--- src/scpe_pkg.sv ---
// shared constants and types for the single-carrier payload encoder
package scpe_pkg;
  // ----------------------------------------------------------------
  // block geometry
  // ----------------------------------------------------------------
  localparam int RS_BLOCK_BITS  = 1792;
  localparam int HDR_BLOCK_BITS = 192;
  localparam int DATA_SYMS      = 252;
  localparam int PILOT_SYMS     = 4;
  localparam int CE_SYMS        = 768;
  localparam int DEMUX_BRANCHES = 4;
  localparam int UEP_BRANCHES   = 8;
  // ----------------------------------------------------------------
  // header field and generator seeds
  // ----------------------------------------------------------------
  localparam logic [5:0]  TXTS_VALUE = 6'h00;
  // scrambler and ce generator seeds and taps, values arbitrary
  localparam logic [14:0] SCR_SEED   = 15'h7FFF;
  localparam logic [14:0] SCR_TAPS   = 15'h6000;
  localparam logic [10:0] CE_SEED    = 11'h5A5;
  localparam logic [10:0] CE_TAPS    = 11'h500;
  // ----------------------------------------------------------------
  // modes, phases, states
  // ----------------------------------------------------------------
  localparam logic [1:0] MODE_BASIC = 2'h0;
  localparam logic [1:0] MODE_DQPSK = 2'h1;
  localparam logic [1:0] MODE_UEP   = 2'h2;
  localparam logic [1:0] PH_P1 = 2'h0;
  localparam logic [1:0] PH_PJ = 2'h1;
  localparam logic [1:0] PH_M1 = 2'h2;
  localparam logic [1:0] PH_MJ = 2'h3;
  typedef enum logic [1:0] {SA_DATA = 2'h1, SA_PAD = 2'h2} scpe_bits_e;
  typedef enum logic [2:0] {
    SC_DATA  = 3'h1,
    SC_PILOT = 3'h2,
    SC_CE    = 3'h4
  } scpe_sym_e;
endpackage

--- src/scpe_encoder.sv ---
// single-carrier payload encoder: bits in, sc block symbols out
// Function
// - training symbol count header field is driven as all zeros
// - equal protection bits are scrambled, then padded, then rs coded
// - zero bits pad each data block to a multiple of 1792 bits, each header block to a multiple of 192
// - coded or header bits split four ways, interleaved, recombined
// - multiplexed bits are mapped, then spread in time
// - zero symbols pad the stream to a multiple of 504 symbols
// - padded symbols go through symbol interleaving then differential coding (no symbol interleaver here: differential coding only)
// - differential coder restarts every 252 symbols, else multiplies by prior
// - receiver may seed its decoder from last ce or pilot symbol
// - unequal protection splits octet high and low bits into two coded groups
// - unequal protection uses eight branches, then one multiplexed stream
// - unequal protection symbols padded to 504 multiple, then interleaved (no symbol interleaver here: sent as padded)
// - dbpsk maps each bit to minus one or plus one
// - dqpsk pairs map 00 -1, 01 +j, 10 -j, 11 +1
// - earlier serial bit is the first bit of each dqpsk pair
// - normalisation factor is one
// - every 252 data symbols are followed by 4 pilots
// - pilots run -1, +1, -1, +1
// - midamble repeats the preamble channel estimation sequence
// - channel estimation sequence is 768 symbols of plus or minus one
// - header bits take the basic mode path after the demultiplexer
`timescale 1ns/1ps
module scpe_encoder #(
  parameter int          TDSF_W   = 4,
  parameter logic [14:0] SCR_SEED = scpe_pkg::SCR_SEED,
  parameter logic [10:0] CE_SEED  = scpe_pkg::CE_SEED
) (
  input  wire logic              i_mclk,
  input  wire logic              i_resetn,
  input  wire logic              i_bit_valid,
  input  wire logic              i_bit,
  input  wire logic              i_bit_last,
  input  wire logic              i_hdr,
  input  wire logic [1:0]        i_mode,
  output logic                   o_bit_ready,
  output logic                   o_rs_valid,
  output logic                   o_rs_bit,
  output logic                   o_rs_last,
  output logic                   o_rs_raw,
  input  wire logic              i_rs_ready,
  input  wire logic              i_rs_valid,
  input  wire logic              i_rs_bit,
  input  wire logic              i_rs_last,
  input  wire logic              i_rs_raw,
  output logic                   o_rs_ready,
  input  wire logic [TDSF_W-1:0] i_tdsf,
  input  wire logic              i_ce_req,
  output logic                   o_sym_valid,
  output logic [1:0]             o_sym_re,
  output logic [1:0]             o_sym_im,
  output logic                   o_sym_pilot,
  output logic                   o_sym_ce,
  output logic                   o_sym_last,
  input  wire logic              i_sym_ready,
  output logic [5:0]             o_tx_training_symbol_count
);
  localparam logic [10:0] RS_LAST  = 11'(scpe_pkg::RS_BLOCK_BITS - 1);
  localparam logic [10:0] HDR_LAST = 11'(scpe_pkg::HDR_BLOCK_BITS - 1);
  localparam logic [7:0]  D_LAST   = 8'(scpe_pkg::DATA_SYMS - 1);
  localparam logic [1:0]  P_LAST   = 2'(scpe_pkg::PILOT_SYMS - 1);
  localparam logic [9:0]  CE_LAST  = 10'(scpe_pkg::CE_SYMS - 1);

  function automatic logic [1:0] map_pair(input logic g0, input logic g1);
    logic [1:0] ph;
    ph = scpe_pkg::PH_M1;
    unique case ({g0, g1})
      2'h0: ph = scpe_pkg::PH_M1;
      2'h1: ph = scpe_pkg::PH_PJ;
      2'h2: ph = scpe_pkg::PH_MJ;
      2'h3: ph = scpe_pkg::PH_P1;
    endcase
    return ph;
  endfunction

  // ----------------------------------------------------------------
  // stage a: octet split, scramble, zero pad
  // ----------------------------------------------------------------
  scpe_pkg::scpe_bits_e sa;
  logic [10:0] cnt0;
  logic [10:0] cnt1;
  logic [14:0] scr0;
  logic [14:0] scr1;
  logic [2:0]  oct;
  logic        pad_grp;
  logic        blk_raw;
  logic        blk_uep;

  wire        a_pop     = o_rs_valid & i_rs_ready;
  wire        a_free    = !o_rs_valid | a_pop;
  wire        in_fire   = o_bit_ready & i_bit_valid;
  wire        in_uep    = (i_mode == scpe_pkg::MODE_UEP) & !i_hdr;
  wire        in_grp    = in_uep & oct[2];
  wire        pad_fire  = (sa == scpe_pkg::SA_PAD) & a_free;
  wire        a_push    = in_fire | pad_fire;
  wire        cur_grp   = pad_fire ? pad_grp : in_grp;
  wire        cur_raw   = pad_fire ? blk_raw : i_hdr;
  wire [10:0] gran_last = cur_raw ? HDR_LAST : RS_LAST;
  wire [10:0] cnt_cur   = cur_grp ? cnt1 : cnt0;
  wire        cnt_wrap  = cnt_cur == gran_last;
  wire [10:0] cnt_nx    = cnt_wrap ? 11'h000 : cnt_cur + 11'h001;
  wire [14:0] scr_cur   = in_grp ? scr1 : scr0;
  wire        scr_fb    = ^(scr_cur & scpe_pkg::SCR_TAPS);
  wire        need0     = in_grp ? (cnt0 != 11'h000) : !cnt_wrap;
  wire        need1     = in_uep & (in_grp ? !cnt_wrap : (cnt1 != 11'h000));
  wire        data_end  = in_fire & i_bit_last;
  wire        start_pad = data_end & (need0 | need1);
  wire        more1     = !pad_grp & blk_uep & (cnt1 != 11'h000);
  wire        pad_done  = pad_fire & cnt_wrap & !more1;
  wire        blk_end_a = (data_end & !(need0 | need1)) | pad_done;
  wire        next_pad  = start_pad | ((sa == scpe_pkg::SA_PAD) & !pad_done);
  wire        next_a_v  = a_push | (o_rs_valid & !a_pop);

  always_ff @(posedge i_mclk) begin
    if (!i_resetn) begin
      o_rs_valid  <= 1'b0;
      o_rs_bit    <= 1'b0;
      o_rs_last   <= 1'b0;
      o_rs_raw    <= 1'b0;
      o_bit_ready <= 1'b0;
      sa          <= scpe_pkg::SA_DATA;
      cnt0        <= 11'h000;
      cnt1        <= 11'h000;
      scr0        <= SCR_SEED;
      scr1        <= SCR_SEED;
      oct         <= 3'h0;
      pad_grp     <= 1'b0;
      blk_raw     <= 1'b0;
      blk_uep     <= 1'b0;
    end else begin
      o_rs_valid  <= next_a_v;
      o_bit_ready <= !next_a_v & !next_pad;
      sa          <= next_pad ? scpe_pkg::SA_PAD : scpe_pkg::SA_DATA;
      if (a_push) begin
        o_rs_bit  <= in_fire & (i_bit ^ (scr_fb & !i_hdr));
        o_rs_last <= blk_end_a;
        o_rs_raw  <= cur_raw;
      end
      if (a_push & !cur_grp) cnt0 <= cnt_nx;
      if (a_push & cur_grp) cnt1 <= cnt_nx;
      if (in_fire) begin
        oct     <= oct + 3'h1;
        blk_raw <= i_hdr;
        blk_uep <= in_uep;
      end
      if (in_fire & !i_hdr & !in_grp) scr0 <= {scr0[13:0], scr_fb};
      if (in_fire & !i_hdr & in_grp) scr1 <= {scr1[13:0], scr_fb};
      if (start_pad) pad_grp <= !need0;
      else if (pad_fire & cnt_wrap & more1) pad_grp <= 1'b1;
      if (blk_end_a) begin
        scr0 <= SCR_SEED;
        scr1 <= SCR_SEED;
        oct  <= 3'h0;
      end
    end
  end

  // ----------------------------------------------------------------
  // stage b: constellation mapping of coded bits
  // ----------------------------------------------------------------
  logic       b_valid;
  logic [1:0] b_ph;
  logic       b_last;
  logic       b_half;
  logic       b_first;
  logic       c_take_b;
  logic       b_raw;

  wire       b_in       = o_rs_ready & i_rs_valid;
  wire       b_pairmode = !i_rs_raw & (i_mode != scpe_pkg::MODE_BASIC);
  wire       b_push     = b_in & (!b_pairmode | b_half | i_rs_last);
  wire       b_g0       = b_half ? b_first : i_rs_bit;
  wire       b_g1       = b_half & i_rs_bit;
  wire [1:0] b_ph_nx    = b_pairmode ? map_pair(b_g0, b_g1)
                        : (i_rs_bit ? scpe_pkg::PH_P1 : scpe_pkg::PH_M1);
  wire       b_pop      = b_valid & c_take_b;
  wire       next_b_v   = b_push | (b_valid & !b_pop);

  always_ff @(posedge i_mclk) begin
    if (!i_resetn) begin
      b_valid    <= 1'b0;
      b_ph       <= scpe_pkg::PH_M1;
      b_last     <= 1'b0;
      b_half     <= 1'b0;
      b_first    <= 1'b0;
      b_raw      <= 1'b0;
      o_rs_ready <= 1'b0;
    end else begin
      b_valid    <= next_b_v;
      o_rs_ready <= !next_b_v;
      if (b_push) begin
        b_ph   <= b_ph_nx;
        b_last <= i_rs_last;
        b_raw  <= i_rs_raw;
      end
      if (b_in & b_pairmode & !b_half & !i_rs_last) begin
        b_half  <= 1'b1;
        b_first <= i_rs_bit;
      end else if (b_in) begin
        b_half <= 1'b0;
      end
    end
  end

  // ----------------------------------------------------------------
  // stage c: spreading, symbol pad, differential code, sc blocks
  // ----------------------------------------------------------------
  scpe_pkg::scpe_sym_e sc;
  logic [TDSF_W-1:0] rep;
  logic [7:0]        dcnt;
  logic              half;
  logic              tail;
  logic [1:0]        pidx;
  logic [9:0]        ce_idx;
  logic [10:0]       ce_lfsr;
  logic              ce_pend;
  logic [1:0]        tprev;
  logic              prev_vz;

  wire              c_free   = !o_sym_valid | i_sym_ready;
  wire [TDSF_W-1:0] rep_last = (i_tdsf == '0) ? '0 : i_tdsf - TDSF_W'(1);
  wire              d_fire   = c_free & (sc == scpe_pkg::SC_DATA) & (tail | b_valid);
  wire              pil_fire = c_free & (sc == scpe_pkg::SC_PILOT);
  wire              ce_fire  = c_free & (sc == scpe_pkg::SC_CE);
  wire              e_fire   = d_fire | pil_fire | ce_fire;
  wire              idle_ce  = c_free & (sc == scpe_pkg::SC_DATA) & !tail & !b_valid
                             & (dcnt == 8'h00) & !half & ce_pend;
  wire              rep_end  = rep == rep_last;
  assign c_take_b = d_fire & !tail & rep_end;
  wire              blk_end  = d_fire & (dcnt == D_LAST);
  wire              pil_end  = pil_fire & (pidx == P_LAST);
  wire              done     = pil_end & tail & !half;
  wire              ce_start = idle_ce | (pil_end & !done & ce_pend);
  wire              ce_end   = ce_fire & (ce_idx == CE_LAST);
  wire              ce_fb    = ^(ce_lfsr & scpe_pkg::CE_TAPS);
  wire              vz       = tail;
  wire              no_diff  = (i_mode == scpe_pkg::MODE_UEP) & !b_raw;
  wire              restart  = (dcnt == 8'h00) | prev_vz | no_diff;
  wire [1:0]        t_ph     = restart ? b_ph : tprev + b_ph;
  wire [1:0]        e_ph     = ce_fire ? (ce_lfsr[0] ? scpe_pkg::PH_P1 : scpe_pkg::PH_M1)
                             : pil_fire ? (pidx[0] ? scpe_pkg::PH_P1 : scpe_pkg::PH_M1)
                             : t_ph;
  wire              e_z      = d_fire & vz;
  wire [1:0]        e_re     = e_z ? 2'h0 : (e_ph == scpe_pkg::PH_P1) ? 2'h1
                             : (e_ph == scpe_pkg::PH_M1) ? 2'h3 : 2'h0;
  wire [1:0]        e_im     = e_z ? 2'h0 : (e_ph == scpe_pkg::PH_PJ) ? 2'h1
                             : (e_ph == scpe_pkg::PH_MJ) ? 2'h3 : 2'h0;

  always_ff @(posedge i_mclk) begin
    if (!i_resetn) begin
      sc          <= scpe_pkg::SC_DATA;
      rep         <= '0;
      dcnt        <= 8'h00;
      half        <= 1'b0;
      tail        <= 1'b0;
      pidx        <= 2'h0;
      ce_idx      <= 10'h000;
      ce_lfsr     <= CE_SEED;
      ce_pend     <= 1'b0;
      tprev       <= scpe_pkg::PH_P1;
      prev_vz     <= 1'b0;
      o_sym_valid <= 1'b0;
      o_sym_re    <= 2'h0;
      o_sym_im    <= 2'h0;
      o_sym_pilot <= 1'b0;
      o_sym_ce    <= 1'b0;
      o_sym_last  <= 1'b0;
      o_tx_training_symbol_count <= scpe_pkg::TXTS_VALUE;
    end else begin
      o_tx_training_symbol_count <= scpe_pkg::TXTS_VALUE;
      o_sym_valid <= e_fire | (o_sym_valid & !i_sym_ready);
      if (e_fire) begin
        o_sym_re    <= e_re;
        o_sym_im    <= e_im;
        o_sym_pilot <= pil_fire;
        o_sym_ce    <= ce_fire;
        o_sym_last  <= done;
      end
      ce_pend <= i_ce_req | (ce_pend & !ce_start);
      if (d_fire & !tail) rep <= rep_end ? '0 : rep + TDSF_W'(1);
      if (d_fire) begin
        dcnt    <= blk_end ? 8'h00 : dcnt + 8'h01;
        tprev   <= t_ph;
        prev_vz <= vz;
      end
      if (blk_end) half <= !half;
      if (c_take_b & b_last) tail <= 1'b1;
      if (done) tail <= 1'b0;
      if (pil_fire) pidx <= pidx + 2'h1;
      if (ce_start) begin
        ce_idx  <= 10'h000;
        ce_lfsr <= CE_SEED;
      end else if (ce_fire) begin
        ce_idx  <= ce_idx + 10'h001;
        ce_lfsr <= {ce_lfsr[9:0], ce_fb};
      end
      unique case (sc)
        scpe_pkg::SC_DATA: begin
          if (blk_end) sc <= scpe_pkg::SC_PILOT;
          else if (idle_ce) sc <= scpe_pkg::SC_CE;
        end
        scpe_pkg::SC_PILOT: begin
          if (pil_end) sc <= ce_start ? scpe_pkg::SC_CE : scpe_pkg::SC_DATA;
        end
        scpe_pkg::SC_CE: begin
          if (ce_end) sc <= scpe_pkg::SC_DATA;
        end
        default: sc <= scpe_pkg::SC_DATA;
      endcase
    end
  end

  // ----------------------------------------------------------------
  // checks
  // ----------------------------------------------------------------
  logic [1:0] out_pidx;
  logic [8:0] dout;
  logic [9:0] ce_run;
  wire        o_fire = o_sym_valid & i_sym_ready;

  always_ff @(posedge i_mclk) begin
    if (!i_resetn) begin
      out_pidx <= 2'h0;
      dout     <= 9'h000;
      ce_run   <= 10'h000;
    end else begin
      if (o_fire & o_sym_pilot) out_pidx <= out_pidx + 2'h1;
      if (o_fire & o_sym_pilot & (out_pidx == P_LAST)) dout <= 9'h000;
      else if (o_fire & !o_sym_pilot & !o_sym_ce) dout <= dout + 9'h001;
      if (o_fire & o_sym_ce) ce_run <= ce_run + 10'h001;
      else if (o_fire) ce_run <= 10'h000;
    end
  end
endmodule

--- config.mk ---
export PLATFORM = sky130hd
export DESIGN_NAME = scpe_encoder
export DESIGN_NICKNAME = d
export VERILOG_FILES = /design/src/scpe_pkg.sv /design/src/scpe_encoder.sv
export SDC_FILE = /design/constraint.sdc
export NUM_CORES = 1
export LEC_CHECK = 0
export ABC_AREA = 1
export BUFFER_PORTS_ARGS = -buffer_cell sky130_fd_sc_hd__buf_2
export CORE_MARGIN = 5
export CORE_UTILIZATION = 58
export CTS_CLUSTER_DIAMETER = 120
export DETAILED_ROUTE_END_ITERATION = 6
export PLACE_DENSITY = 0.88
export SYNTH_ARGS = -nofsm -noshare
export SYNTH_HDL_FRONTEND = slang
export SYNTH_SLANG_ARGS = --single-unit
--- constraint.sdc ---
create_clock -name i_mclk -period 2.99 [get_ports i_mclk]
set_clock_uncertainty 0.05 [all_clocks]
set_input_delay 0.598 -clock i_mclk [delete_from_list [all_inputs] [get_ports i_mclk]]
set_output_delay 0.598 -clock i_mclk [all_outputs]
set_load 0.05 [all_outputs]
==> results.yml, run 1 <==
pwr:
  switching_share: 0.253
  irDropWorstVdd_v: 0.000528
  powerDensity_mw_per_mm2: 645
  p_seq_frac: 0.408
  p_int_uw: 3230
  power_switching_uw: 1100
  share_comb_of_total_power: 0.100
  p_leak_uw: 0.00307
  clkPwrFrac: 0.492
  total_power_uw: 4330
grt:
  grt_pass1_wl_um: 21800
  antenna_found_initial: 0
  grt_overflow: 0
  grt_pass1_vias: 4812
  grt_max_degree: 41
  grt_use_total: 0.227
die:
  pin_count: 39
  core_area_mm2: 0.00977
  die_h_um: 110
  initial_utilization: 0.593
  die_x_um: 110
  rows: 36
  floorplan.die_area_mm2: 0.0121
yosys:
  yosysTopAreaCellShare: 0.432
  syn_avg_cell_area_um2: 7.09
  synth-warning-count: 0
  synthTopCellsByArea: "dfxtp_1 (43%), nand2_1 (12%), a21oi_1 (7.0%)"
  synth_compound_area_frac: 0.139
  synthXorXnorAreaFrac: 0.0257
  synth.largest_area_cell: "dfxtp_1"
  yosysUniqueCellTypes: 38
  yosys.area_share.simple: 0.287
  synthMuxAreaShare: 0.00173
  seq_area_frac_synth: 0.432
  syn_area_mm2: 0.00579
  synth_top_family_by_area: "simple AND/OR/NAND/NOR gates"
  synthCells: 817
  synth.ff_latch_count: 125
  synthAdderAreaFrac: 0.0173
sta:
  slew_viol_final: 0
  post-route-min-period_ps: 2700
  fin_crit_sh: 0.903
  relSlewSlack: 0.348
  fmax_mhz: 370
  tns_ps: 0
  rsz0062_at_grt: "false"
  setup_ws_ps: 291
  finalSetupViolCount: 0
  worst_slew_pin_slew_ps: 975
  hold_viol_final: 0
finish:
  nNetsFinal: 886
  n_antenna_cell: 0
  multi_input_area_mm2: 0.00275
  regArea_mm2: 0.00250
  finalNonFillerCells: 1004
  drive_gt1_frac: 0.125
  area_delta_synth_final_pct: 15.9
  nFillCells: 759
setup_path:
  cp-end-kind: "register"
  worst-endpoint-arrival_ps: 3120
  startpoint_type: "register"
  cpPeakStageDelay_ps: 440
  crit_top_cell: "nand2_1"
  path_cells: "nand4_4, nand2_4, nand2_4, nand2_1, o21ai_0, inv_1, ha_1, nand3_1, nor2_2, nand2_2, inv_2, nand3_4, nor2_2, nand2_1, nand2_2, nor2_4, buf_12, nand2_1"
  cp_max_fo: 30
  critical_path_required_ps: 3410
  crit_type: "reg2reg"
  crit_slowest_cell: "dfxtp_1"
clock_tree:
  hold_buffers: 0
  cts.sinks: 125
  cts_root_buf: "clkbuf_8"
  post-cts-setup-buffer-count: 0
  cts_max_path_buffers: 2
  htree_levels: 4
  tritoncts: "yes"
  numCtsBuffers: 17
  clk_pin_slew_ps: 60
  ctsResizeCount: 0
  clk_latency_ps: 530
detailed_routing:
  num_vias: 5254
  drt_first_pass_iters: 6
  drc: 0
  avgViaCountPerCell: 5.23
  wl_per_cell_um: 12.7
  drt-total-wl_um: 12700
  antenna_left: 0
  drtIter0Drc: 447
place:
  hpwl_um: 8630
  gp_congestion: 0.956
  port_buffers: 32
  dp_cells: 973
  pre_cts_slack_ps: -73.3
run:
  drv_cap: 0
status:
  outcome: "finished, final reports clean"
worst_hold_path:
  hold_class: "in2reg"
cells by family after synthesis:
family | after synthesis
simple gates | 373
compound gates | 156
mux | 1
xor+xnor | 17
buf+inv | 136
flops | 125
fa+ha+maj | 8
other cells | 1
final cells by class:
type                    instances  area share
well taps                     133      0.0248
repair buffers                 45      0.0403
clock buffers                  18      0.0638
flip-flops and latches        125       0.373
clock inverters                13      0.0283
multi-input cells             561       0.409
inverters                     109      0.0610
path summary, 6_finish.rpt:
| check | start | endpoint | slack (ps) | cells after the start |
|---|---|---|---|---|
| min | i_ce_req | ce_pend | 250 | 3 |
| max reg2reg | oct[2] | scr0[14] | 290 | 18 |
| min reg2reg | scr1[12] | scr1[12] | 410 | 2 |
| max | oct[2] | scr0[14] | 290 | 18 |
power groups by stage:
stage | Combinational [µW] | Clock, µW | Sequential [µW]
after global placement | 412 | 0 | 1800
after floorplan | 283 | 0 | 1830
final | 432 | 2130 | 1770
after detailed placement | 420 | 0 | 1800
after CTS | 430 | 2150 | 1760
after global routing | 481 | 2250 | 1770
Yosys cell counts (all sizes together):
cell type	instances
nor3	15
o31ai	1
nand2	194
inv	109
o32ai	1
clkbuf	15
o21ai	67
nand4	15
dfxtp	125
buf	12
nand3	54
nor4	5
conb	1
a21oi	81
nor3b	2
xor2	11
ha	8
nor2	84
a31oi	2
a211oi	2
mux2i	1
nand3b	1
o211ai	2
xnor2	6
or2	3
placed cells by master (no fill, tap or decap), drive strengths merged, types with 15 or more instances in the layout:
cell type / synthesis / final
a21oi: 81 / 81
nor2: 84 / 84
buf: 12 / 45
dfxtp: 125 / 125
clkbuf: 15 / 18
nor3: 15 / 15
o21ai: 67 / 67
inv: 109 / 111
nand4: 15 / 15
nand3: 54 / 54
nand2: 194 / 194
worst max-delay path, delay by kind of cell, from the launching register on:
family          cells  cell delay, ps
fa+ha+maj           1             200
buf+inv             3             410
compound gates      1              90
simple gates       13            1450
flops               1             440
per-stage QoR:
stage,util,area [µm²],hold WS (ps)
after global routing,0.687,6710,240
after floorplan,-,5810,375
after global placement,0.623,6090,388
after CTS,0.687,6710,242
after detailed placement,0.623,6090,395
final,0.687,6710,245
routing by layer:
metal  GRT usage  share of wire
met2       0.368           0.47
met4      0.0730          0.016
met3      0.0628          0.067
met5           0              0
met1       0.293           0.45
registers in the layout, summed over array words and instances (netlist names), 2 cells and up:
signal / count
tprev: 2
pidx: 2
scr0: 15
o_sym_re: 2
b_ph: 2
sc: 3
rep: 4
cnt1: 11
dcnt: 8
scr1: 15
o_sym_im: 2
oct: 3
ce_lfsr: 11
cnt0: 11
ce_idx: 10
sa: 2
Power figures use the tool's default switching activity.
==> run 2: changes to the inputs <==
--- a/config.mk
+++ b/config.mk
@@ -7,11 +7,12 @@
 export LEC_CHECK = 0
 export ABC_AREA = 1
 export BUFFER_PORTS_ARGS = -buffer_cell sky130_fd_sc_hd__buf_2
+export CELL_PAD_IN_SITES_DETAIL_PLACEMENT = 0
+export CELL_PAD_IN_SITES_GLOBAL_PLACEMENT = 1
 export CORE_MARGIN = 5
-export CORE_UTILIZATION = 58
-export CTS_CLUSTER_DIAMETER = 120
+export CORE_UTILIZATION = 44
 export DETAILED_ROUTE_END_ITERATION = 6
-export PLACE_DENSITY = 0.88
+export PLACE_DENSITY = 0.9
 export SYNTH_ARGS = -nofsm -noshare
 export SYNTH_HDL_FRONTEND = slang
 export SYNTH_SLANG_ARGS = --single-unit
==> run 2 against run 1 <==
Wire length shrank 3.3%. Fmax increased by 4.1%. Core utilization is 17 points lower. Critical path type unchanged. Worst hold slack improved by 98 ps. Critical endpoint is now scr0[7]. Critical path depth is 2 lower. Power fell by 1.1%. Sequential power hardly changed. Design area up 0.97%.
==> results.yml, run 2 (same netlist as run 1, synthesis figures left out) <==
detailed_routing:
  drtIter0Drc: 239
  avgViaCountPerCell: 4.79
  drt-total-wl_um: 12300
  drt_first_pass_iters: 4
  num_vias: 5036
  drc: 0
  wl_per_cell_um: 11.7
  antenna_left: 0
clock_tree:
  cts.sinks: 125
  numCtsBuffers: 17
  cts_root_buf: "clkbuf_16"
  clk_latency_ps: 410
  post-cts-setup-buffer-count: 0
  clk_pin_slew_ps: 60
  tritoncts: "yes"
  htree_levels: 4
  cts_max_path_buffers: 2
  ctsResizeCount: 0
  hold_buffers: 0
sta:
  relSlewSlack: 0.317
  post-route-min-period_ps: 2590
  worst_slew_pin_slew_ps: 1020
  tns_ps: 0
  finalSetupViolCount: 0
  slew_viol_final: 0
  fin_crit_sh: 0.867
  fmax_mhz: 386
  setup_ws_ps: 397
  hold_viol_final: 0
  rsz0062_at_grt: "false"
setup_path:
  crit_type: "reg2reg"
  critical_path_required_ps: 3300
  worst-endpoint-arrival_ps: 2900
  path_cells: "nand4_4, nand2_4, nand2_4, o21ai_1, ha_1, nand3_1, nor2_2, nand2_2, nor2_1, nand3_1, nand2_1, nand3_2, nand2_2, nor2_4, buf_12, nand2_1"
  cpPeakStageDelay_ps: 470
  startpoint_type: "register"
  r2r-end: "scr0[7]"
  rr_startpoint: "oct[2]"
  crit_slowest_cell: "dfxtp_1"
  worstRegToRegCells: 16
  worst-r2r-setup-slack_ps: 400
  cp_max_fo: 30
  cp-end-kind: "register"
place:
  pre_cts_slack_ps: 38.9
  hpwl_um: 8710
  gp_congestion: 0.841
  port_buffers: 32
finish:
  nFillCells: 1284
  final_common_cell: "nand2_1"
  multi_input_area_mm2: 0.00275
  area_delta_synth_final_pct: 17.0
  n_antenna_cell: 0
  nNetsFinal: 889
  top_regs: "scr0: 15 flops, scr1: 15 flops"
  final_cell_mix: "nand2_1 (185), dfxtp_1 (125), inv_1 (103)"
  drive_gt1_frac: 0.128
  regArea_mm2: 0.00250
grt:
  grt_pass1_vias: 4553
  grt_overflow: 0
  grt_use_total: 0.163
  antenna_found_initial: 0
  grt_max_degree: 41
  grt_pass1_wl_um: 21100
die:
  die_x_um: 125
  core_area_mm2: 0.0131
  floorplan.die_area_mm2: 0.0156
  die_h_um: 125
  pin_count: 39
  rows: 42
  initial_utilization: 0.443
worst_hold_path:
  worstHoldStart: "i_ce_req"
  holdPathStages: 3
  hold_class: "in2reg"
  whs_endpoint: "ce_pend"
pwr:
  power_switching_uw: 1090
  switching_share: 0.254
  p_int_uw: 3190
  p_seq_frac: 0.412
  p_leak_uw: 0.00308
  share_comb_of_total_power: 0.098
  powerDensity_mw_per_mm2: 632
  clkPwrFrac: 0.489
  irDropWorstVdd_v: 0.000445
status:
  outcome: "finished, final reports clean"
run:
  drv_cap: 0
run 2: worst max-delay path by stage:
stage                     startpoint  cells after the start  endpoint  slack, ps
final                         oct[2]                     16   scr0[7]        400
after floorplan           o_rs_valid                     20  scr0[11]        210
after global placement     i_mode[0]                     20   scr0[7]        110
after global routing          oct[2]                     16  scr1[14]        180
after detailed placement   i_mode[0]                     20  scr1[14]         40
after CTS                     oct[2]                     18  scr1[14]        410
run 2: area by class of cell:
class,instances,share of cell area
Clock buffer,19,0.0654
Clock inverter,13,0.0242
Inverter,109,0.0604
Multi-Input combinational cell,561,0.405
Sequential cell,125,0.369
Tap cell,176,0.0325
Timing Repair Buffer,48,0.0432
run 2: metrics by stage:
stage / hold slack, ps / util / cells / power, µW / cell area, µm²
floorplan: 375 / - / 822 / 2110 / 5810
global placement: 391 / 0.472 / 1019 / 2220 / 6170
detailed placement: 396 / 0.472 / 1019 / 2220 / 6170
CTS: 334 / 0.518 / 1051 / 4320 / 6780
global route: 344 / 0.518 / 1051 / 4470 / 6780
finish: 344 / 0.518 / 1051 / 4280 / 6780
run 2: worst max-delay path: cells and delay by family (launching register included):
kind / cells / cell delay, ps
simple gates: 13 / 1350
flops: 1 / 470
fa+ha+maj: 1 / 240
compound gates: 1 / 220
buf+inv: 1 / 180
run 2: power groups by stage:
| stage | Clock, µW | Sequential [µW] | Combinational, µW |
|---|---|---|---|
| floorplan | 0 | 1830 | 283 |
| global placement | 0 | 1800 | 422 |
| detailed placement | 0 | 1800 | 420 |
| CTS | 2130 | 1770 | 423 |
| global route | 2220 | 1770 | 475 |
| finish | 2090 | 1770 | 421 |
run 2: routing by layer:
metal  GRT usage  up-vias  part of all wire
met5           0        -                 0
met4      0.0645        0             0.018
met3      0.0425       16             0.048
met2       0.248       92              0.43
met1       0.221     2204              0.50
li1            -     2724                 -
